--- config.mk ---
export PLATFORM = sky130hd
export DESIGN_NAME = fee_engine
export DESIGN_NICKNAME = d
export VERILOG_FILES = /design/src/fee_pkg.sv /design/src/fee_engine.sv /design/src/fee_flash_port.sv
export SDC_FILE = /design/constraint.sdc
export NUM_CORES = 1
export LEC_CHECK = 0
export CAP_MARGIN = 15
export CORE_AREA = 2 2 213 319
export DETAILED_ROUTE_END_ITERATION = 12
export DIE_AREA = 0 0 215 321
export DONT_BUFFER_PORTS = 1
export HOLD_SLACK_MARGIN = 0.06
export PLACE_DENSITY_LB_ADDON = 0.15
export SETUP_SLACK_MARGIN = 0.1
export SYNTH_ARGS = -nofsm -noshare
export SYNTH_HDL_FRONTEND = slang
export SYNTH_SLANG_ARGS = --single-unit
--- constraint.sdc ---
create_clock -name core_clk -period 11 [get_ports core_clk]
set_clock_uncertainty 0.2 [all_clocks]
set_input_delay 1.65 -clock core_clk [delete_from_list [all_inputs] [get_ports core_clk]]
set_output_delay 1.65 -clock core_clk [all_outputs]
set_load 0.01 [all_outputs]
--- src/fee_pkg.sv ---
package fee_pkg;

  ////////////////////////////////////////////////////////////////////////////
  // flash geometry
  localparam int          DW_BYTES         = 8;
  localparam int          PAGE_BYTES       = 2048;
  localparam int          PAGE_CHECK_BYTES = 256;
  localparam int          DW_PER_PAGE      = PAGE_BYTES / DW_BYTES;
  localparam logic [1:0]  NUM_PAGES        = 2'h2;
  localparam logic [9:0]  REGION_DW        = 10'h200;
  // first flash page of the emulation region, arbitrary placement
  localparam logic [7:0]  REGION_BASE_PAGE = 8'hF0;

  ////////////////////////////////////////////////////////////////////////////
  // emulated space limits and fixed values
  localparam logic [11:0] EMU_MIN_SIZE     = 12'h008;
  localparam logic [11:0] EMU_MAX_SIZE     = 12'h7F8;
  localparam logic [7:0]  ERASED_BYTE      = 8'hFF;
  localparam logic [63:0] ERASED_DW        = 64'hFFFF_FFFF_FFFF_FFFF;
  // sector tag marker in the upper tag half, arbitrary value
  localparam logic [31:0] TAG_MARK         = 32'hA5C3_0F1E;

  ////////////////////////////////////////////////////////////////////////////
  // request kinds, flash commands, answer codes
  typedef enum logic [1:0] {
    FEE_OP_READ,
    FEE_OP_WRITE,
    FEE_OP_ERASE
  } fee_op_t;

  typedef enum logic [1:0] {
    FEE_F_READ,
    FEE_F_PROG,
    FEE_F_ERASE
  } fee_fcmd_t;

  typedef enum logic [1:0] {
    FEE_OK,
    FEE_ERR_RANGE,
    FEE_ERR_BUSY,
    FEE_ERR_CHECK
  } fee_err_t;

  // check byte: inverted parity per byte, so an erased word checks as 0xFF
  function automatic logic [7:0] fee_check(input logic [63:0] dw);
    logic [7:0] chk;
    chk = 8'h00;
    for (int i = 0; i < 8; i++) begin
      chk[i] = ~^dw[i*8 +: 8];
    end
    return chk;
  endfunction : fee_check

endpackage : fee_pkg

--- src/fee_engine.sv ---
`timescale 1ns/10ps
`default_nettype none

////////////////////////////////////////////////////////////////////////////////
// How it works
// - erased bits read one; programs only clear bits, rewrites need erase
// - address and data go to holding registers, then one command strobe
// - every program stores one whole 64-bit double word atomically
// - lower and upper halves are programmed together at one address
// - no word, half-word or byte program command exists on the path
// - each access carries 64 data bits plus one 8-bit check byte
// - pages hold 2 kB data plus 256 bytes of check bytes
// - programs set data and check; a second program gives check error
// - no flash command until initialisation done; reads return 64 bits
// - byte read translates, fetches, shifts and masks; range error
// - whole erase clears all region pages, refused when controller busy
// - first operand is bits 31:0, second operand the upper 32 bits
// - translated read address outside region returns an error
// - moving to a new page copies data first, then erases old page
// - page erase outside the region is refused with an error
// - rewrite copies the sector, byte substituted, into the next sector
// - writing 0xFF over stored 0xFF issues no program at all
// - size 8 B to 2040 B with two pages, word length 8 to 64 bits
// - write reads the location; only if erased it programs in place
// - last double word of each sector holds the sector tag
module fee_engine
  import fee_pkg::*;
(
  // clock and reset
  input  wire logic         core_clk,
  input  wire logic         arst_n,
  // configuration
  input  wire logic [11:0]  cfgSize,
  input  wire logic [6:0]   cfgWordLen,
  // request
  input  wire logic         reqValid,
  input  wire fee_op_t      reqOp,
  input  wire logic [11:0]  reqAddr,
  input  wire logic [7:0]   reqData,
  // answer
  output logic              busy,
  output logic              done,
  output var fee_err_t      errCode,
  output logic [7:0]        rdData,
  // flash controller
  input  wire logic         flReady,
  input  wire logic         flBusy,
  input  wire logic         flDone,
  input  wire logic         flFail,
  input  wire logic [71:0]  flRdData,
  output logic              flGo,
  output var fee_fcmd_t     flCmd,
  output logic [18:0]       flAddr,
  output logic [31:0]       flKeyLo,
  output logic [31:0]       flKeyHi,
  output logic [7:0]        flKeyChk
);

  typedef enum {
    S_SCAN, S_SCAN_W, S_IDLE, S_RD_W, S_WR_W, S_PLACE_W, S_TAG, S_TAG_W,
    S_MV_RD, S_MV_RD_W, S_MV_PG_W, S_ER_OLD_W, S_ER, S_ER_W
  } fee_state_t;

  fee_state_t  state, next_state;
  logic        next_busy, next_done;
  fee_err_t    next_errCode;
  logic [7:0]  next_rdData;
  // sector bookkeeping
  logic [9:0]  curBase, next_curBase, newBase, next_newBase;
  logic [9:0]  scanBase, next_scanBase;
  logic [15:0] curSeq, next_curSeq, curCount, next_curCount;
  logic        tagSet, next_tagSet, moving, next_moving;
  // request capture
  logic [2:0]  lane, next_lane;
  logic [8:0]  tgt, next_tgt, idx, next_idx;
  logic [7:0]  wrByte, next_wrByte;
  logic [1:0]  erPage, next_erPage;
  // operation towards the flash port
  logic        opStart, next_opStart, opDone;
  fee_fcmd_t   opKind, next_opKind;
  logic [9:0]  opDw, next_opDw;
  logic [31:0] opLo, next_opLo, opHi, next_opHi;
  fee_err_t    opErr;
  logic [63:0] opRdData;
  // geometry derived from the configured size
  logic [9:0]  sizeDw, dwPerSec;
  logic        cfgOk;

  ////////////////////////////////////////////////////////////////////////////
  // byte lane helpers, used by read, in-place write and sector move
  function automatic logic [7:0] fee_get_byte(input logic [63:0] dw,
                                              input logic [2:0]  ln);
    return dw[{ln, 3'h0} +: 8];
  endfunction : fee_get_byte

  function automatic logic [63:0] fee_put_byte(input logic [63:0] dw,
                                               input logic [2:0]  ln,
                                               input logic [7:0]  b);
    logic [63:0] r;
    r = dw;
    r[{ln, 3'h0} +: 8] = b;
    return r;
  endfunction : fee_put_byte

  // next sector start; a sector never straddles a page, region wraps
  function automatic logic [9:0] fee_next_sector(input logic [9:0] base,
                                                 input logic [9:0] span);
    logic [9:0] nb;
    logic [9:0] last;
    nb   = base + span;
    last = nb + span - 10'h001;
    if (last[9:8] != nb[9:8]) begin
      nb = {nb[9:8] + 2'h1, 8'h00};
    end
    if (nb[9:8] >= NUM_PAGES) begin
      nb = 10'h000;
    end
    return nb;
  endfunction : fee_next_sector

  ////////////////////////////////////////////////////////////////////////////
  // geometry: data double words plus one tag word per sector
  assign sizeDw   = {1'b0, cfgSize[11:3]};
  assign dwPerSec = sizeDw + 10'h001;
  // word length only validated; storage is byte granular either way
  assign cfgOk    = cfgSize >= EMU_MIN_SIZE && cfgSize <= EMU_MAX_SIZE &&
                    cfgSize[2:0] == 3'h0 &&
                    (cfgWordLen == 7'h08 || cfgWordLen == 7'h10 ||
                     cfgWordLen == 7'h20 || cfgWordLen == 7'h40);

  ////////////////////////////////////////////////////////////////////////////
  // main sequencer
  always_comb begin
    logic [63:0] val;
    val           = ERASED_DW;
    next_state    = state;
    next_busy     = busy;
    next_done     = 1'b0;
    next_errCode  = errCode;
    next_rdData   = rdData;
    next_curBase  = curBase;
    next_newBase  = newBase;
    next_scanBase = scanBase;
    next_curSeq   = curSeq;
    next_curCount = curCount;
    next_tagSet   = tagSet;
    next_moving   = moving;
    next_lane     = lane;
    next_tgt      = tgt;
    next_idx      = idx;
    next_wrByte   = wrByte;
    next_erPage   = erPage;
    next_opStart  = 1'b0;
    next_opKind   = opKind;
    next_opDw     = opDw;
    next_opLo     = opLo;
    next_opHi     = opHi;
    case (state)
      // walk all sector tags once after reset to find the live sector
      S_SCAN: begin
        next_opStart = 1'b1;
        next_opKind  = FEE_F_READ;
        next_opDw    = scanBase + sizeDw;
        next_state   = S_SCAN_W;
      end
      S_SCAN_W: begin
        if (opDone) begin
          if (opErr == FEE_OK && opRdData[63:32] == TAG_MARK &&
              (!tagSet || opRdData[31:16] >= curSeq)) begin
            next_curBase  = scanBase;
            next_curSeq   = opRdData[31:16];
            next_curCount = opRdData[15:0];
            next_tagSet   = 1'b1;
          end
          next_scanBase = fee_next_sector(scanBase, dwPerSec);
          if (next_scanBase == 10'h000) begin
            next_busy  = 1'b0;
            next_state = S_IDLE;
          end else begin
            next_state = S_SCAN;
          end
        end
      end
      S_IDLE: begin
        if (reqValid) begin
          next_busy   = 1'b1;
          next_lane   = reqAddr[2:0];
          next_tgt    = reqAddr[11:3];
          next_wrByte = reqData;
          if (reqOp == FEE_OP_ERASE) begin
            if (flBusy) begin
              next_busy  = 1'b0;
              next_done  = 1'b1;
              next_errCode = FEE_ERR_BUSY;
            end else begin
              next_erPage = 2'h0;
              next_state  = S_ER;
            end
          end else if (!cfgOk || reqAddr >= cfgSize) begin
            next_busy = 1'b0;
            next_done = 1'b1;
            next_errCode = FEE_ERR_RANGE;
          end else begin
            next_opStart = 1'b1;
            next_opKind  = FEE_F_READ;
            next_opDw    = curBase + {1'b0, reqAddr[11:3]};
            next_state   = (reqOp == FEE_OP_READ) ? S_RD_W : S_WR_W;
          end
        end
      end
      S_RD_W: begin
        if (opDone) begin
          if (opErr == FEE_OK) begin
            next_rdData = fee_get_byte(opRdData, lane);
          end
          next_busy  = 1'b0;
          next_done  = 1'b1;
          next_errCode = opErr;
          next_state = S_IDLE;
        end
      end
      S_WR_W: begin
        if (opDone) begin
          if (opErr != FEE_OK) begin
            next_busy  = 1'b0;
            next_done  = 1'b1;
            next_errCode = opErr;
            next_state = S_IDLE;
          end else if (fee_get_byte(opRdData, lane) == ERASED_BYTE &&
                       wrByte == ERASED_BYTE) begin
            next_busy  = 1'b0;
            next_done  = 1'b1;
            next_errCode = FEE_OK;
            next_state = S_IDLE;
          end else if (opRdData == ERASED_DW) begin
            // never programmed: one program in place is legal
            val          = fee_put_byte(ERASED_DW, lane, wrByte);
            next_opStart = 1'b1;
            next_opKind  = FEE_F_PROG;
            next_opLo    = val[31:0];
            next_opHi    = val[63:32];
            next_curCount = curCount + 16'h0001;
            next_state   = S_PLACE_W;
          end else begin
            // any other rewrite would program an already programmed double word again
            next_newBase = fee_next_sector(curBase, dwPerSec);
            next_idx     = 9'h000;
            next_moving  = 1'b1;
            next_state   = S_MV_RD;
          end
        end
      end
      S_PLACE_W: begin
        if (opDone) begin
          if (opErr == FEE_OK && !tagSet) begin
            next_newBase = curBase;
            next_state   = S_TAG;
          end else begin
            next_busy  = 1'b0;
            next_done  = 1'b1;
            next_errCode = opErr;
            next_state = S_IDLE;
          end
        end
      end
      // tag is programmed once per sector so it is never rewritten
      S_TAG: begin
        next_opStart = 1'b1;
        next_opKind  = FEE_F_PROG;
        next_opDw    = newBase + sizeDw;
        next_opLo    = {moving ? curSeq + 16'h0001 : curSeq,
                        moving ? curCount + 16'h0001 : curCount};
        next_opHi    = TAG_MARK;
        next_state   = S_TAG_W;
      end
      S_TAG_W: begin
        if (opDone) begin
          if (opErr == FEE_OK) begin
            next_tagSet = 1'b1;
          end
          if (opErr == FEE_OK && moving) begin
            next_curBase  = newBase;
            next_curSeq   = curSeq + 16'h0001;
            next_curCount = curCount + 16'h0001;
            next_moving   = 1'b0;
          end
          if (opErr == FEE_OK && moving && newBase[9:8] != curBase[9:8]) begin
            // data is safe in the new page, only now drop the old one
            next_opStart = 1'b1;
            next_opKind  = FEE_F_ERASE;
            next_opDw    = {curBase[9:8], 8'h00};
            next_state   = S_ER_OLD_W;
          end else begin
            next_moving = 1'b0;
            next_busy   = 1'b0;
            next_done   = 1'b1;
            next_errCode = opErr;
            next_state  = S_IDLE;
          end
        end
      end
      S_MV_RD: begin
        if ({1'b0, idx} == sizeDw) begin
          next_state = S_TAG;
        end else begin
          next_opStart = 1'b1;
          next_opKind  = FEE_F_READ;
          next_opDw    = curBase + {1'b0, idx};
          next_state   = S_MV_RD_W;
        end
      end
      S_MV_RD_W: begin
        if (opDone) begin
          val = (idx == tgt) ? fee_put_byte(opRdData, lane, wrByte) : opRdData;
          if (opErr != FEE_OK) begin
            next_moving = 1'b0;
            next_busy   = 1'b0;
            next_done   = 1'b1;
            next_errCode = opErr;
            next_state  = S_IDLE;
          end else if (val == ERASED_DW) begin
            // erased words need no program in the fresh sector
            next_idx   = idx + 9'h001;
            next_state = S_MV_RD;
          end else begin
            next_opStart = 1'b1;
            next_opKind  = FEE_F_PROG;
            next_opDw    = newBase + {1'b0, idx};
            next_opLo    = val[31:0];
            next_opHi    = val[63:32];
            next_state   = S_MV_PG_W;
          end
        end
      end
      S_MV_PG_W: begin
        if (opDone) begin
          if (opErr != FEE_OK) begin
            next_moving = 1'b0;
            next_busy   = 1'b0;
            next_done   = 1'b1;
            next_errCode = opErr;
            next_state  = S_IDLE;
          end else begin
            next_idx   = idx + 9'h001;
            next_state = S_MV_RD;
          end
        end
      end
      S_ER_OLD_W: begin
        if (opDone) begin
          next_busy  = 1'b0;
          next_done  = 1'b1;
          next_errCode = opErr;
          next_state = S_IDLE;
        end
      end
      // whole-space erase, one page command per region page
      S_ER: begin
        if (erPage == NUM_PAGES) begin
          next_curBase  = 10'h000;
          next_curSeq   = 16'h0000;
          next_curCount = 16'h0000;
          next_tagSet   = 1'b0;
          next_busy     = 1'b0;
          next_done     = 1'b1;
          next_errCode  = FEE_OK;
          next_state    = S_IDLE;
        end else begin
          next_opStart = 1'b1;
          next_opKind  = FEE_F_ERASE;
          next_opDw    = {erPage, 8'h00};
          next_state   = S_ER_W;
        end
      end
      S_ER_W: begin
        if (opDone) begin
          if (opErr != FEE_OK) begin
            next_busy  = 1'b0;
            next_done  = 1'b1;
            next_errCode = opErr;
            next_state = S_IDLE;
          end else begin
            next_erPage = erPage + 2'h1;
            next_state  = S_ER;
          end
        end
      end
      default: next_state = S_IDLE;
    endcase
  end

  always_ff @(posedge core_clk or negedge arst_n) begin
    if (!arst_n) begin
      state    <= S_SCAN;
      busy     <= 1'b1;
      done     <= 1'b0;
      errCode  <= FEE_OK;
      rdData   <= 8'h00;
      curBase  <= 10'h000;
      newBase  <= 10'h000;
      scanBase <= 10'h000;
      curSeq   <= 16'h0000;
      curCount <= 16'h0000;
      tagSet   <= 1'b0;
      moving   <= 1'b0;
      lane     <= 3'h0;
      tgt      <= 9'h000;
      idx      <= 9'h000;
      wrByte   <= 8'h00;
      erPage   <= 2'h0;
      opStart  <= 1'b0;
      opKind   <= FEE_F_READ;
      opDw     <= 10'h000;
      opLo     <= 32'h0000_0000;
      opHi     <= 32'h0000_0000;
    end else begin
      state    <= next_state;
      busy     <= next_busy;
      done     <= next_done;
      errCode  <= next_errCode;
      rdData   <= next_rdData;
      curBase  <= next_curBase;
      newBase  <= next_newBase;
      scanBase <= next_scanBase;
      curSeq   <= next_curSeq;
      curCount <= next_curCount;
      tagSet   <= next_tagSet;
      moving   <= next_moving;
      lane     <= next_lane;
      tgt      <= next_tgt;
      idx      <= next_idx;
      wrByte   <= next_wrByte;
      erPage   <= next_erPage;
      opStart  <= next_opStart;
      opKind   <= next_opKind;
      opDw     <= next_opDw;
      opLo     <= next_opLo;
      opHi     <= next_opHi;
    end
  end

  ////////////////////////////////////////////////////////////////////////////
  // keyhole port to the flash controller
  fee_flash_port u_port (
    .core_clk (core_clk),
    .arst_n   (arst_n),
    .opStart  (opStart),
    .opKind   (opKind),
    .opDw     (opDw),
    .opLo     (opLo),
    .opHi     (opHi),
    .opDone   (opDone),
    .opErr    (opErr),
    .opRdData (opRdData),
    .flReady  (flReady),
    .flBusy   (flBusy),
    .flDone   (flDone),
    .flFail   (flFail),
    .flRdData (flRdData),
    .flGo     (flGo),
    .flCmd    (flCmd),
    .flAddr   (flAddr),
    .flKeyLo  (flKeyLo),
    .flKeyHi  (flKeyHi),
    .flKeyChk (flKeyChk)
  );

endmodule : fee_engine

`default_nettype wire

--- src/fee_flash_port.sv ---
`timescale 1ns/10ps
`default_nettype none

module fee_flash_port
  import fee_pkg::*;
(
  // clock and reset
  input  wire logic         core_clk,
  input  wire logic         arst_n,
  // operation from the engine
  input  wire logic         opStart,
  input  wire fee_fcmd_t    opKind,
  input  wire logic [9:0]   opDw,
  input  wire logic [31:0]  opLo,
  input  wire logic [31:0]  opHi,
  output logic              opDone,
  output var fee_err_t      opErr,
  output logic [63:0]       opRdData,
  // flash controller
  input  wire logic         flReady,
  input  wire logic         flBusy,
  input  wire logic         flDone,
  input  wire logic         flFail,
  input  wire logic [71:0]  flRdData,
  output logic              flGo,
  output var fee_fcmd_t     flCmd,
  output logic [18:0]       flAddr,
  output logic [31:0]       flKeyLo,
  output logic [31:0]       flKeyHi,
  output logic [7:0]        flKeyChk
);

  typedef enum {P_IDLE, P_ARM, P_WAIT} fee_port_t;

  fee_port_t   state, next_state;
  logic        next_opDone, next_flGo;
  fee_err_t    next_opErr;
  fee_fcmd_t   next_flCmd;
  logic [63:0] next_opRdData;
  logic [18:0] next_flAddr;
  logic [31:0] next_flKeyLo, next_flKeyHi;
  logic [7:0]  next_flKeyChk, pageAbs;

  ////////////////////////////////////////////////////////////////////////////
  // keyhole sequencer: load holding registers, then one command strobe
  always_comb begin
    next_state    = state;
    next_opDone   = 1'b0;
    next_flGo     = 1'b0;
    next_opErr    = opErr;
    next_opRdData = opRdData;
    next_flCmd    = flCmd;
    next_flAddr   = flAddr;
    next_flKeyLo  = flKeyLo;
    next_flKeyHi  = flKeyHi;
    next_flKeyChk = flKeyChk;
    pageAbs       = REGION_BASE_PAGE + {6'h00, opDw[9:8]};
    case (state)
      P_IDLE: begin
        if (opStart) begin
          if (opDw >= REGION_DW) begin
            // outside the region: answer at once, flash untouched
            next_opDone = 1'b1;
            next_opErr  = FEE_ERR_RANGE;
          end else begin
            next_flCmd    = opKind;
            next_flAddr   = {pageAbs, opDw[7:0], 3'h0};
            next_flKeyLo  = opLo;
            next_flKeyHi  = opHi;
            next_flKeyChk = fee_check({opHi, opLo});
            next_state    = P_ARM;
          end
        end
      end
      P_ARM: begin
        // no command until the array finished its own start-up
        if (flReady && !flBusy) begin
          next_flGo  = 1'b1;
          next_state = P_WAIT;
        end
      end
      P_WAIT: begin
        if (flDone) begin
          next_opDone   = 1'b1;
          next_opRdData = flRdData[63:0];
          next_state    = P_IDLE;
          if (flFail) begin
            next_opErr = FEE_ERR_CHECK;
          end else if (flCmd == FEE_F_READ &&
                       flRdData[71:64] != fee_check(flRdData[63:0])) begin
            next_opErr = FEE_ERR_CHECK;
          end else begin
            next_opErr = FEE_OK;
          end
        end
      end
      default: next_state = P_IDLE;
    endcase
  end

  always_ff @(posedge core_clk or negedge arst_n) begin
    if (!arst_n) begin
      state    <= P_IDLE;
      opDone   <= 1'b0;
      opErr    <= FEE_OK;
      opRdData <= 64'h0000_0000_0000_0000;
      flGo     <= 1'b0;
      flCmd    <= FEE_F_READ;
      flAddr   <= 19'h0_0000;
      flKeyLo  <= 32'h0000_0000;
      flKeyHi  <= 32'h0000_0000;
      flKeyChk <= 8'h00;
    end else begin
      state    <= next_state;
      opDone   <= next_opDone;
      opErr    <= next_opErr;
      opRdData <= next_opRdData;
      flGo     <= next_flGo;
      flCmd    <= next_flCmd;
      flAddr   <= next_flAddr;
      flKeyLo  <= next_flKeyLo;
      flKeyHi  <= next_flKeyHi;
      flKeyChk <= next_flKeyChk;
    end
  end

endmodule : fee_flash_port

`default_nettype wire

* Yosys cells after proc, flatten, opt, wreduce, memory -nomap -nowiden *
Index checks and enable logic that the tools add are counted.

operators by class
  add/subtract/negate cells = 20
  order comparisons = 7
  reductions and logical operators = 79
  bitwise gates (word level) = 3
  equal/unequal tests = 80
  muxes and demuxes = 223
  shifts and indexed selects = 3

operators with widths
  cell                    number
  $mux 32                 30
  $pmux 32 s13            1
  $mux 10                 34
  $pmux 32 s3             3
  $mux 16                 15
  $eq 32x4->1 const B     6
  $eq 32x3->1 const B     4
  $eq 64x64->1 const B    2
  $reduce_xnor 8->1       16
  $eq 32x2->1 const B     3
  $mux 2                  41
  $mux 9                  9
  $pmux 10 s7             1
  $bwmux 64               1
  $eq 32x1->1 const B     2
  $logic_not 32->1        2
  $mux 64                 1
  $not 64->64             1
  $or 64x64->64           1
  $pmux 16 s4             1
  $shift 8x8->64 const A  1
  $shiftx 64x7->8         1
  $shiftx 8x8->64         1
  $mux 1                  61
  66 further kinds        177

word-level totals
  word-level logic and storage cells = 447
  bits of input ports = 120
  output and inout port bits = 106
  bits in registers = 406

* Depth between registers and ports, before layout *
Gate-level depths: netlist of run 1.

  depth after elaboration = 18
  depth in mapped cells = 22
  mapped depth without buffers = 21

* Hierarchy *
A second synthesis of run 1 with hierarchy kept.

unflattened totals
  cell total of the unflattened synthesis = 2766
  area, all modules = 23562.6 um^2

modules (own cells, without submodules)
  module          times used  sequential area each (um^2)  area each (um^2)  cells an instance
  fee_engine      1           4705.8                       16608.4           1995
  fee_flash_port  1           3878.7                       6954.2            771

* Worst setup path after synthesis of run 1 *
Ideal clock, no wire load.

  path kind = input -> register
  start point = in cfgSize[5]
  end point = reg scanBase[0]
  data arrival time = 5.752 ns
  buffers on the path = 1
  setup slack = 4.979 ns
  library setup time = 0.070 ns
  data required time = 10.730 ns
  stages on the path = 20
  path through = clkbuf_1 nand3_1 xnor2_1 ha_1 a21oi_1 nand2_1 a21o_1 a21o_1 a21o_1 a21oi_1 xor2_1 ha_1 inv_1 ha_1 or3_1 o21ai_0 a21oi_1 xnor2_1 nor4_1 a22o_1

between the ends
  word-level cells in the longest chain between the ends = 12
  elaborated cells on any way between the ends = 13
  those cells by class = 5 x add/sub; 1 x order compare; 1 x eq/ne; 6 x mux

ends and longest elaborated chain
  item                  line               text
  start, declared       fee_engine.sv:33   input wire logic [11:0] cfgSize,
  $add 9x1->10 (*)      fee_engine.sv:124  assign dwPerSec = sizeDw + 10'h001;
  $add 10x10->10        fee_engine.sv:110  nb = base + span;
  $add 10x10->10        fee_engine.sv:111  last = nb + span - 10'h001;
  $sub 10x1->10         fee_engine.sv:111
  $ne 2x2->1            fee_engine.sv:112  if (last[9:8] != nb[9:8]) begin
  $mux 10 (*)           fee_engine.sv:112
  $mux 10 (*)           fee_engine.sv:167  if (opDone) begin
  $mux 10 (*)           fee_engine.sv:158  case (state)
  $ge 2x2->1            fee_engine.sv:115  if (nb[9:8] >= NUM_PAGES) begin
  $mux 10 (*)           fee_engine.sv:115
  $mux 10 (*)           fee_engine.sv:167
  $mux 10 (*)           fee_engine.sv:158
  end signal, assigned  fee_engine.sv:424  scanBase <= next_scanBase;
  end, declared         fee_engine.sv:70   logic [9:0] scanBase, next_scanBase;

Every way passes the cells marked *; elsewhere a longest branch is shown, timed or not. The select of a mux whose other input is x is not followed.
A chain may end at the register's enable or synchronous reset.

* Worst setup path in the final report of run 1 *
  start point = reg lane[1]
  end point = reg opLo[10]

between the ends
  word-level cells in the longest chain between the ends = 9
  elaborated cells on any way between the ends = 22
  those cells by class = 1 x add/sub; 4 x eq/ne; 3 x shift; 10 x mux; 2 x bitwise; 2 x reduce/logical

ends and longest elaborated chain
  item                                                               line               text
  start, declared                                                    fee_engine.sv:74   logic [2:0] lane, next_lane;
  start signal, assigned                                             fee_engine.sv:429  lane <= next_lane;
  parallel branches: the longest is 9 deep, another holds $neg 6->8  --
  end signal, assigned                                               fee_engine.sv:437  opLo <= next_opLo;
  end, declared                                                      fee_engine.sv:82   logic [31:0] opLo, next_opLo, opHi, next_opHi;

Parallel ways; which one is timed is not known. The select of a mux whose other input is x is not followed.

==> results.ini, run 1 <==
[floorplanning]
num_io_pins=226
start_util=0.345
die_y_um=321
fp.dieArea_mm2=0.0690
dieWidth_um=215
coreArea_mm2=0.0665
rows=116

[logic_synthesis]
synth_edf_count=0
syn_area_mm2=0.0230
synthCells=2646
ys_ff_latch=343
yosysSeqAreaShare=0.374
synthDistinctLibCells=84
avgSynthCellArea_um2=8.68
async_flop_share=1.00
yosysWarningCount=0
synth_flop_cell=dfrtp_1

[sta]
rsz0062_at_grt=no
relSlewSlack=0.191
drv_slew=0
tightest_slew_ns=1.20
timing.fmax_mhz=140
fin_crit_sh=0.647
fin_crit_ns=7.12
tns_ns=0
finalHoldViolations=0
finalSetupViolations=0

[final_layout]
fin_nets=2817
final_cells=3491
layout_common_cells=496 x nand2_1, 342 x dfrtp_1, 183 x a21oi_1
synthToLayoutAreaGrowth_pct=9.22
design_area_mm2=0.0251
drive_gt1_frac=0.0945
final_common_cell=nand2_1

[setup_path]
reg2reg_depth=12
crit_type=flip-flop to flip-flop
reg2reg_from=lane[1]$_DFFE_PN0P_
rrSetupSlack_ns=3.88
crit_fanout=93
worstPathArrival_ns=7.37
cp-startpoint=lane[1]$_DFFE_PN0P_
worstSetupEndpointType=flip-flop
start_kind=flip-flop
worstPathRequired_ns=11.25

[clock_network]
cts_hold_buffers=0
clock_sinks=343
clock_latency_ns=0.58
clk_pin_slew_worst_paths_ns=0.06
cts_buffer_depth=3
post_cts_buffers=0
numCtsBuffers=38
cts.htree.levels=2
postCtsResizedCells=0
cts-root-buf=clkbuf_16
cts_tree=built

[drt]
wl_per_cell_um=27.2
routed_wl_um=94900
via_count=19800
ant_nets=0
drt-pass1-iter-count=6
drt_iter0_markers=1492
drc=0
avgViaCountPerCell=5.68

[status]
status=completed

[global_route]
grt_pass1_vias=20100
antenna_found_initial=2
grt.total_usage=0.271
grt_max_degree=344
grt.overflow.total=0
grt_first_pass_wirelength_um=138000

[power_and_ir_drop]
p_leak_nw=11.0
p_per_area_mw_per_mm2=330
peakVddDrop_mv=0.154

[job]
max_cap_violations=0

[hold_path]
min_from=opDw[2]$_DFFE_PN0P_
holdPathStages=2
hold_class=flip-flop to flip-flop

[placed_design]
placed_cells=3420
portBuffers=0
dp_hpwl_um=72400
place_area_mm2=0.0238
gp_congestion=1.02

==> synthesized netlist by cell type, drive strengths merged, types with 10 or more instances <==
master / number / area (um2)
nor4: 19 / 140
xnor2: 176 / 1540
and2: 12 / 75.1
a31oi: 32 / 200
nor3: 32 / 160
or3: 12 / 75.1
nand2: 498 / 1870
buf: 46 / 267
mux2: 101 / 1140
nor2: 126 / 473
inv: 113 / 424
nand2b: 23 / 144
o22ai: 28 / 175
xor2: 52 / 455
nand3: 61 / 305
a21oi: 183 / 916
mux4: 16 / 360
a22oi: 16 / 120
mux2i: 29 / 290
o21ai: 211 / 1060
a221oi: 12 / 105
and3: 34 / 218
nor2b: 13 / 81.3
a211oi: 14 / 105
ha: 116 / 1450
dfrtp: 342 / 8560
a21o: 28 / 210
nor3b: 10 / 75.1
clkbuf: 109 / 410
nand4: 34 / 228
==> critical path, cell delays in order (launching register included) <==
cell,delay (ns)
dfrtp_1,0.68
inv_2,0.22
ha_1,0.24
ha_1,0.61
nor3b_1,0.85
nand4_1,0.67
mux2i_1,0.45
o2111ai_1,0.19
or4_4,0.56
nor4_4,0.72
a21o_4,0.42
buf_4,0.73
mux2_1,0.38
==> sequential cells by signal, summed over array words and instances (netlist names), 11 cells and up <==
signal,count
curCount,16
curSeq,16
opHi,32
opLo,32
u_port.flAddr,11
u_port.flKeyHi,32
u_port.flKeyLo,32
u_port.opRdData,64
==> power by group <==
group          switching, mW  leakage, nW  total, mW  internal, mW
clock                  0.542        0.625       1.35         0.809
combinational           2.54         6.14       4.17          1.63
sequential             0.925         4.19       2.75          1.82
==> logic make-up after synthesis <==
family                     count (synthesis)  synth area share
xor gates and xnor gates                 228            0.0870
muxes                                    146            0.0779
and+or+nand+nor                          904             0.178
adders and majority gates                121            0.0676
buffers and inverters                    268            0.0480
AOI/OAI and AO/OA                        635             0.168
other                                      1          0.000163
DFF                                      343             0.374
==> layout make-up <==
class / instances / area (um2)
Fill cell: 6916 / 41400
Multi-Input combinational cell: 2039 / 13400
Sequential cell: 343 / 8580
Tap cell: 885 / 1110
Clock buffer: 57 / 1100
Inverter: 113 / 424
Timing Repair Buffer: 41 / 315
Clock inverter: 9 / 174
Antenna cell: 4 / 10.0
==> final timing paths <==
| path | end |
|---|---|
| worst max-delay path | opLo[10]$_DFFE_PN0P_ |
| worst min-delay path | u_port.flAddr[5]$_DFFE_PN0P_ |
| worst max register to register | opLo[10]$_DFFE_PN0P_ |
| worst min register to register | u_port.flAddr[5]$_DFFE_PN0P_ |
| max in group asynchronous | tgt[6]$_DFFE_PN0P_ |
| min in group asynchronous | u_port.flAddr[17]$_DFFE_PN0P_ |
==> per-layer routing <==
layer | vias to the layer above | routed length, um | track usage
li1 | 9167 | - | -
met1 | 9747 | 32600 | 0.271
met2 | 684 | 50300 | 0.515
met3 | 232 | 4550 | 0.0419
met4 | 0 | 7370 | 0.180
met5 | - | 0 | 0
==> stage by stage <==
stage	power [mW]	setup WS [ns]	utilization	hold WS, ns
floorplan	5.25	4.98	-	0.239
global placement	6.85	4.17	0.358	0.262
detailed placement	6.90	3.92	0.358	0.267
CTS	8.28	3.92	0.377	0.283
global route	8.79	3.40	0.377	0.302
finish	8.27	3.88	0.377	0.277
No activity file was read; power rests on OpenSTA's default activity.
==> run 2: changes to the inputs <==
clock period = 7.5 ns   (was 11 ns; I/O delays follow)
==> results.ini, run 2 (synthesis results as in run 1) <==
[sta]
finalSetupViolations=0
fin_crit_ns=6.79
relSlewSlack=0.258
tns_ns=0
tightest_slew_ns=1.11
rsz0062_at_grt=no
fin_crit_sh=0.906
timing.fmax_mhz=147
drv_slew=0
finalHoldViolations=0

[power_and_ir_drop]
power_switching_mw=5.87
p_per_area_mw_per_mm2=485
pwr-share-comb=0.492
power_frac_clock=0.183
p_leak_nw=11.2
p_seq_frac=0.325
p_int_mw=6.51
switching_share=0.474
peakVddDrop_mv=0.210

[final_layout]
fin_nets=2833
layout_common_cells=496 x nand2_1, 342 x dfrtp_1, 183 x a21oi_1
largest_reg_flops=64
postLayoutCoreUtil=0.384
final_common_cell=nand2_1
fill_cells=6952
top_register=u_port.opRdData
synthToLayoutAreaGrowth_pct=11.2
drive_gt1_frac=0.105

[floorplanning]
fp.dieArea_mm2=0.0690
start_util=0.345
coreArea_mm2=0.0665
dieWidth_um=215
rows=116
num_io_pins=226
die_y_um=321

[setup_path]
critPathTopFamily=simple AND/OR/NAND/NOR gates
worstPathArrival_ns=7.03
cpMostUsedCell=ha_1
crit_buf_inv=2
crit_fanout=69
worstPathRequired_ns=7.74
path_cells=inv_2 -> ha_1 -> ha_1 -> nor3b_1 -> nand4_1 -> mux2i_1 -> o2111ai_1 -> or4_4 -> nor4_4 -> a21o_4 -> buf_4 -> o21ai_0
crit_type=flip-flop to flip-flop
worstSetupEndpointType=flip-flop
start_kind=flip-flop
slowest_stage=nor3b_1
worst_path_largest_cell_delay_ns=0.85

[drt]
via_count=19800
avgViaCountPerCell=5.64
routed_wl_um=95000
wl_per_cell_um=27.1
drt-pass1-iter-count=6
drt_iter0_markers=1388
ant_nets=0
drc=0

[clock_network]
clk_pin_slew_worst_paths_ns=0.06
clock_latency_ns=0.58
cts-root-buf=clkbuf_16
cts_buffer_depth=3
post_cts_buffers=0
clock_sinks=343
cts.htree.levels=2
numCtsBuffers=38
cts_tree=built

[global_route]
antenna_found_initial=1
grt.overflow.total=0
grt.total_usage=0.272
grt_pass1_vias=20300
grt_first_pass_wirelength_um=138000
grt_max_degree=180

[placed_design]
dp_hpwl_um=71400
gp_congestion=0.972
portBuffers=0

[hold_path]
hold_class=input port to asynchronous set/reset pin

[job]
max_cap_violations=0

[status]
status=completed

## run 2: cell types whose count changed in the layout (fill, tap and decap cells not counted), sizes merged
| cell | change |
|---|---|
| clkbuf | -6 |
| dlygate4sd3 | +3 |
| diode | -3 |
| clkinv | +2 |
| buf | +13 |
| bufinv | +5 |
| inv | +2 |
| clkinvlp | +1 |
## run 2: layout make-up
class | instances | area (um2) | area share
tap | 885 | 1110 | 0.0434
sequential | 343 | 8580 | 0.336
multi-input combinational | 2039 | 13400 | 0.523
antenna | 1 | 2.50 | 0.0000980
clock inverter | 19 | 362 | 0.0142
clock buffer | 51 | 1150 | 0.0452
inverter | 113 | 424 | 0.0166
timing repair buffer | 57 | 536 | 0.0210
## run 2: final timing paths
kind                                      from                             end  slack, ns  depth (start not counted)
max                        lane[1]$_DFFE_PN0P_             opHi[5]$_DFFE_PN0P_       0.71                         12
min                                     arst_n  u_port.flKeyChk[4]$_DFFE_PN0P_       0.19                          1
max reg2reg                lane[1]$_DFFE_PN0P_             opHi[5]$_DFFE_PN0P_       0.71                         12
min reg2reg                opDw[3]$_DFFE_PN0P_    u_port.flAddr[6]$_DFFE_PN0P_       0.28                          2
max in group asynchronous               arst_n   u_port.flKeyHi[7]$_DFFE_PN0P_       5.56                          1
min in group core_clk      opDw[3]$_DFFE_PN0P_    u_port.flAddr[6]$_DFFE_PN0P_       0.28                          2
## run 2: power by group through the flow
stage          clock network [mW]  registers, mW  logic [mW]
2_1_floorplan                   0           3.38        4.32
3_3_place_gp                    0           4.04        5.96
3_5_place_dp                    0           4.06        6.04
4_1_cts                      2.33           4.02        6.12
5_1_grt                      2.40           4.10        6.70
6_report                     2.27           4.02        6.09
## run 2: worst reg2reg max path: cells and delay by family, from the launching register on
kind | cells | cell delay (ns)
AO/OA/AOI/OAI | 3 | 0.99
adder cells (fa/ha/maj) | 2 | 0.84
buffers and inverters | 2 | 0.66
flip-flops | 1 | 0.72
multiplexers | 1 | 0.44
AND/OR/NAND/NOR | 4 | 2.79
## run 2: timing repair
| action | 4_1_cts | 5_1_grt |
|---|---|---|
| hold buffers | 7 | 0 |
| gates resized for setup | 0 | 0 |
| hold endpoints to repair | 179 | 0 |
## run 2: stage by stage
step	instances	power, mW	cell area, um2	hold WS [ns]	worst slack [ns]
2_1_floorplan	2650	7.70	23000	0.239	2.00
3_3_place_gp	3426	10.0	23800	0.264	0.993
3_5_place_dp	3429	10.1	23900	0.264	0.790
4_1_cts	3506	12.5	25500	0.172	0.771
5_1_grt	3508	13.2	25500	0.180	0.281
6_report	3508	12.4	25500	0.194	0.708
## run 2: metal layers
layer / vias up / GRT usage / wire, um
met5: - / 0 / 0
met1: 9727 / 0.267 / 31800
li1: 9192 / - / -
met3: 204 / 0.0388 / 4630
met2: 679 / 0.527 / 51300
met4: 0 / 0.182 / 7210
==> run 3: changes to the inputs <==
MAX_ROUTING_LAYER = met4   (was not set)
==> results.ini, run 3 (synthesis results as in run 1) <==
[status]
status=completed

[power_and_ir_drop]
p_leak_nw=11.1
peakVddDrop_mv=0.206
p_per_area_mw_per_mm2=479

[setup_path]
crit_fanout=51
crit_buf_inv=2
path_depth=12
path_cells=inv_2 -> ha_1 -> ha_1 -> nor3b_1 -> nand4_1 -> mux2i_1 -> o2111ai_1 -> or4_4 -> nor4_4 -> a21o_4 -> buf_4 -> o21ai_0
start_kind=flip-flop
worst_path_largest_cell_delay_ns=0.79
worstSetupEndpointType=flip-flop
critPathTopFamily=simple AND/OR/NAND/NOR gates
slowest_stage=nor3b_1
reg2reg_depth=12
worstPathArrival_ns=6.92
worstPathRequired_ns=7.74
cpMostUsedCell=ha_1
crit_type=flip-flop to flip-flop

[floorplanning]
start_util=0.345
dieWidth_um=215
coreArea_mm2=0.0665
die_y_um=321
fp.dieArea_mm2=0.0690
num_io_pins=226
rows=116

[sta]
finalSetupViolations=0
drv_slew=0
fin_crit_ns=6.68
relSlewSlack=0.237
rsz0062_at_grt=no
fin_crit_sh=0.891
timing.fmax_mhz=150
tightest_slew_ns=1.14
tns_ns=0
finalHoldViolations=0

[global_route]
grt_max_degree=88
grtUsageMet2=0.530
grt_use_met1=0.270
antenna_found_initial=2
grt.total_usage=0.279
grt_pass1_vias=20400
grt.overflow.total=0
met3_usage=0.0385
gr-max-usage-layer=met2
grt_first_pass_wirelength_um=138000

[clock_network]
clock_sinks=343
cts_tree=built
postCtsResizedCells=0
cts-root-buf=clkbuf_16
cts.htree.levels=2
clk_pin_slew_worst_paths_ns=0.07
clock_latency_ns=0.58
cts_hold_buffers=6
numCtsBuffers=37
post_cts_buffers=0
cts_buffer_depth=3

[final_layout]
layout_common_cells=496 x nand2_1, 342 x dfrtp_1, 183 x a21oi_1
final_common_cell=nand2_1
postLayoutCoreUtil=0.382
drive_gt1_frac=0.104
fill_cells=6937
fin_nets=2833
synthToLayoutAreaGrowth_pct=10.5
largest_reg_flops=64
top_register=u_port.opRdData

[drt]
drt_iter0_markers=1478
ant_nets=0
via_count=19800
wl_per_cell_um=26.9
drc=0
drt-pass1-iter-count=5
avgViaCountPerCell=5.65
routed_wl_um=94500

[job]
max_cap_violations=0

[placed_design]
dp_hpwl_um=71400
gp_congestion=0.984
portBuffers=0

[hold_path]
hold_class=input port to asynchronous set/reset pin

[run 3: cell type report]
class	instances	area, um2	area share
repair buffers	58	541	0.0213
diodes	2	5.00	0.000197
inverters	113	424	0.0167
well taps	885	1110	0.0436
flip-flops and latches	343	8580	0.338
multi-input cells	2039	13400	0.527
clock inverters	15	229	0.00902
clock buffers	52	1120	0.0443
[run 3: power by group]
part           switching (mW)  internal (mW)  leakage [nW]
Sequential               1.31           2.67          4.19
Clock                   0.803           1.25         0.677
Combinational            3.71           2.41          6.26
Total                    5.82           6.34          11.1
[run 3: per-layer routing]
| layer | wire length [um] | part of all wire |
|---|---|---|
| met1 | 32500 | 0.34 |
| met2 | 51400 | 0.54 |
| met3 | 4260 | 0.045 |
| met4 | 6370 | 0.067 |
| met5 | 0 | 0 |
[run 3: final timing paths]
check	slack, ns	endpoint	startpoint
worst max-delay path	0.82	opHi[4]$_DFFE_PN0P_	lane[1]$_DFFE_PN0P_
worst min register to register	0.28	u_port.flAddr[4]$_DFFE_PN0P_	opDw[1]$_DFFE_PN0P_
min in group core_clk	0.28	u_port.flAddr[4]$_DFFE_PN0P_	opDw[1]$_DFFE_PN0P_
worst max register to register	0.82	opHi[4]$_DFFE_PN0P_	lane[1]$_DFFE_PN0P_
max in group asynchronous	6.42	newBase[5]$_DFFE_PN0P_	arst_n
worst min-delay path	0.17	u_port.opRdData[10]$_DFFE_PN0P_	arst_n
[run 3: per-stage QoR]
step                hold WS, ns  total power [mW]  setup WS (ns)  cell area, um2  instances
detailed placement        0.270              10.1          0.963           23900       3432
global placement          0.262              10.0           1.20           23900       3432
global route              0.158              13.0          0.426           25400       3507
floorplan                 0.239              7.70           2.00           23000       2650
CTS                       0.155              12.2          0.915           25400       3505
finish                    0.169              12.2          0.818           25400       3507
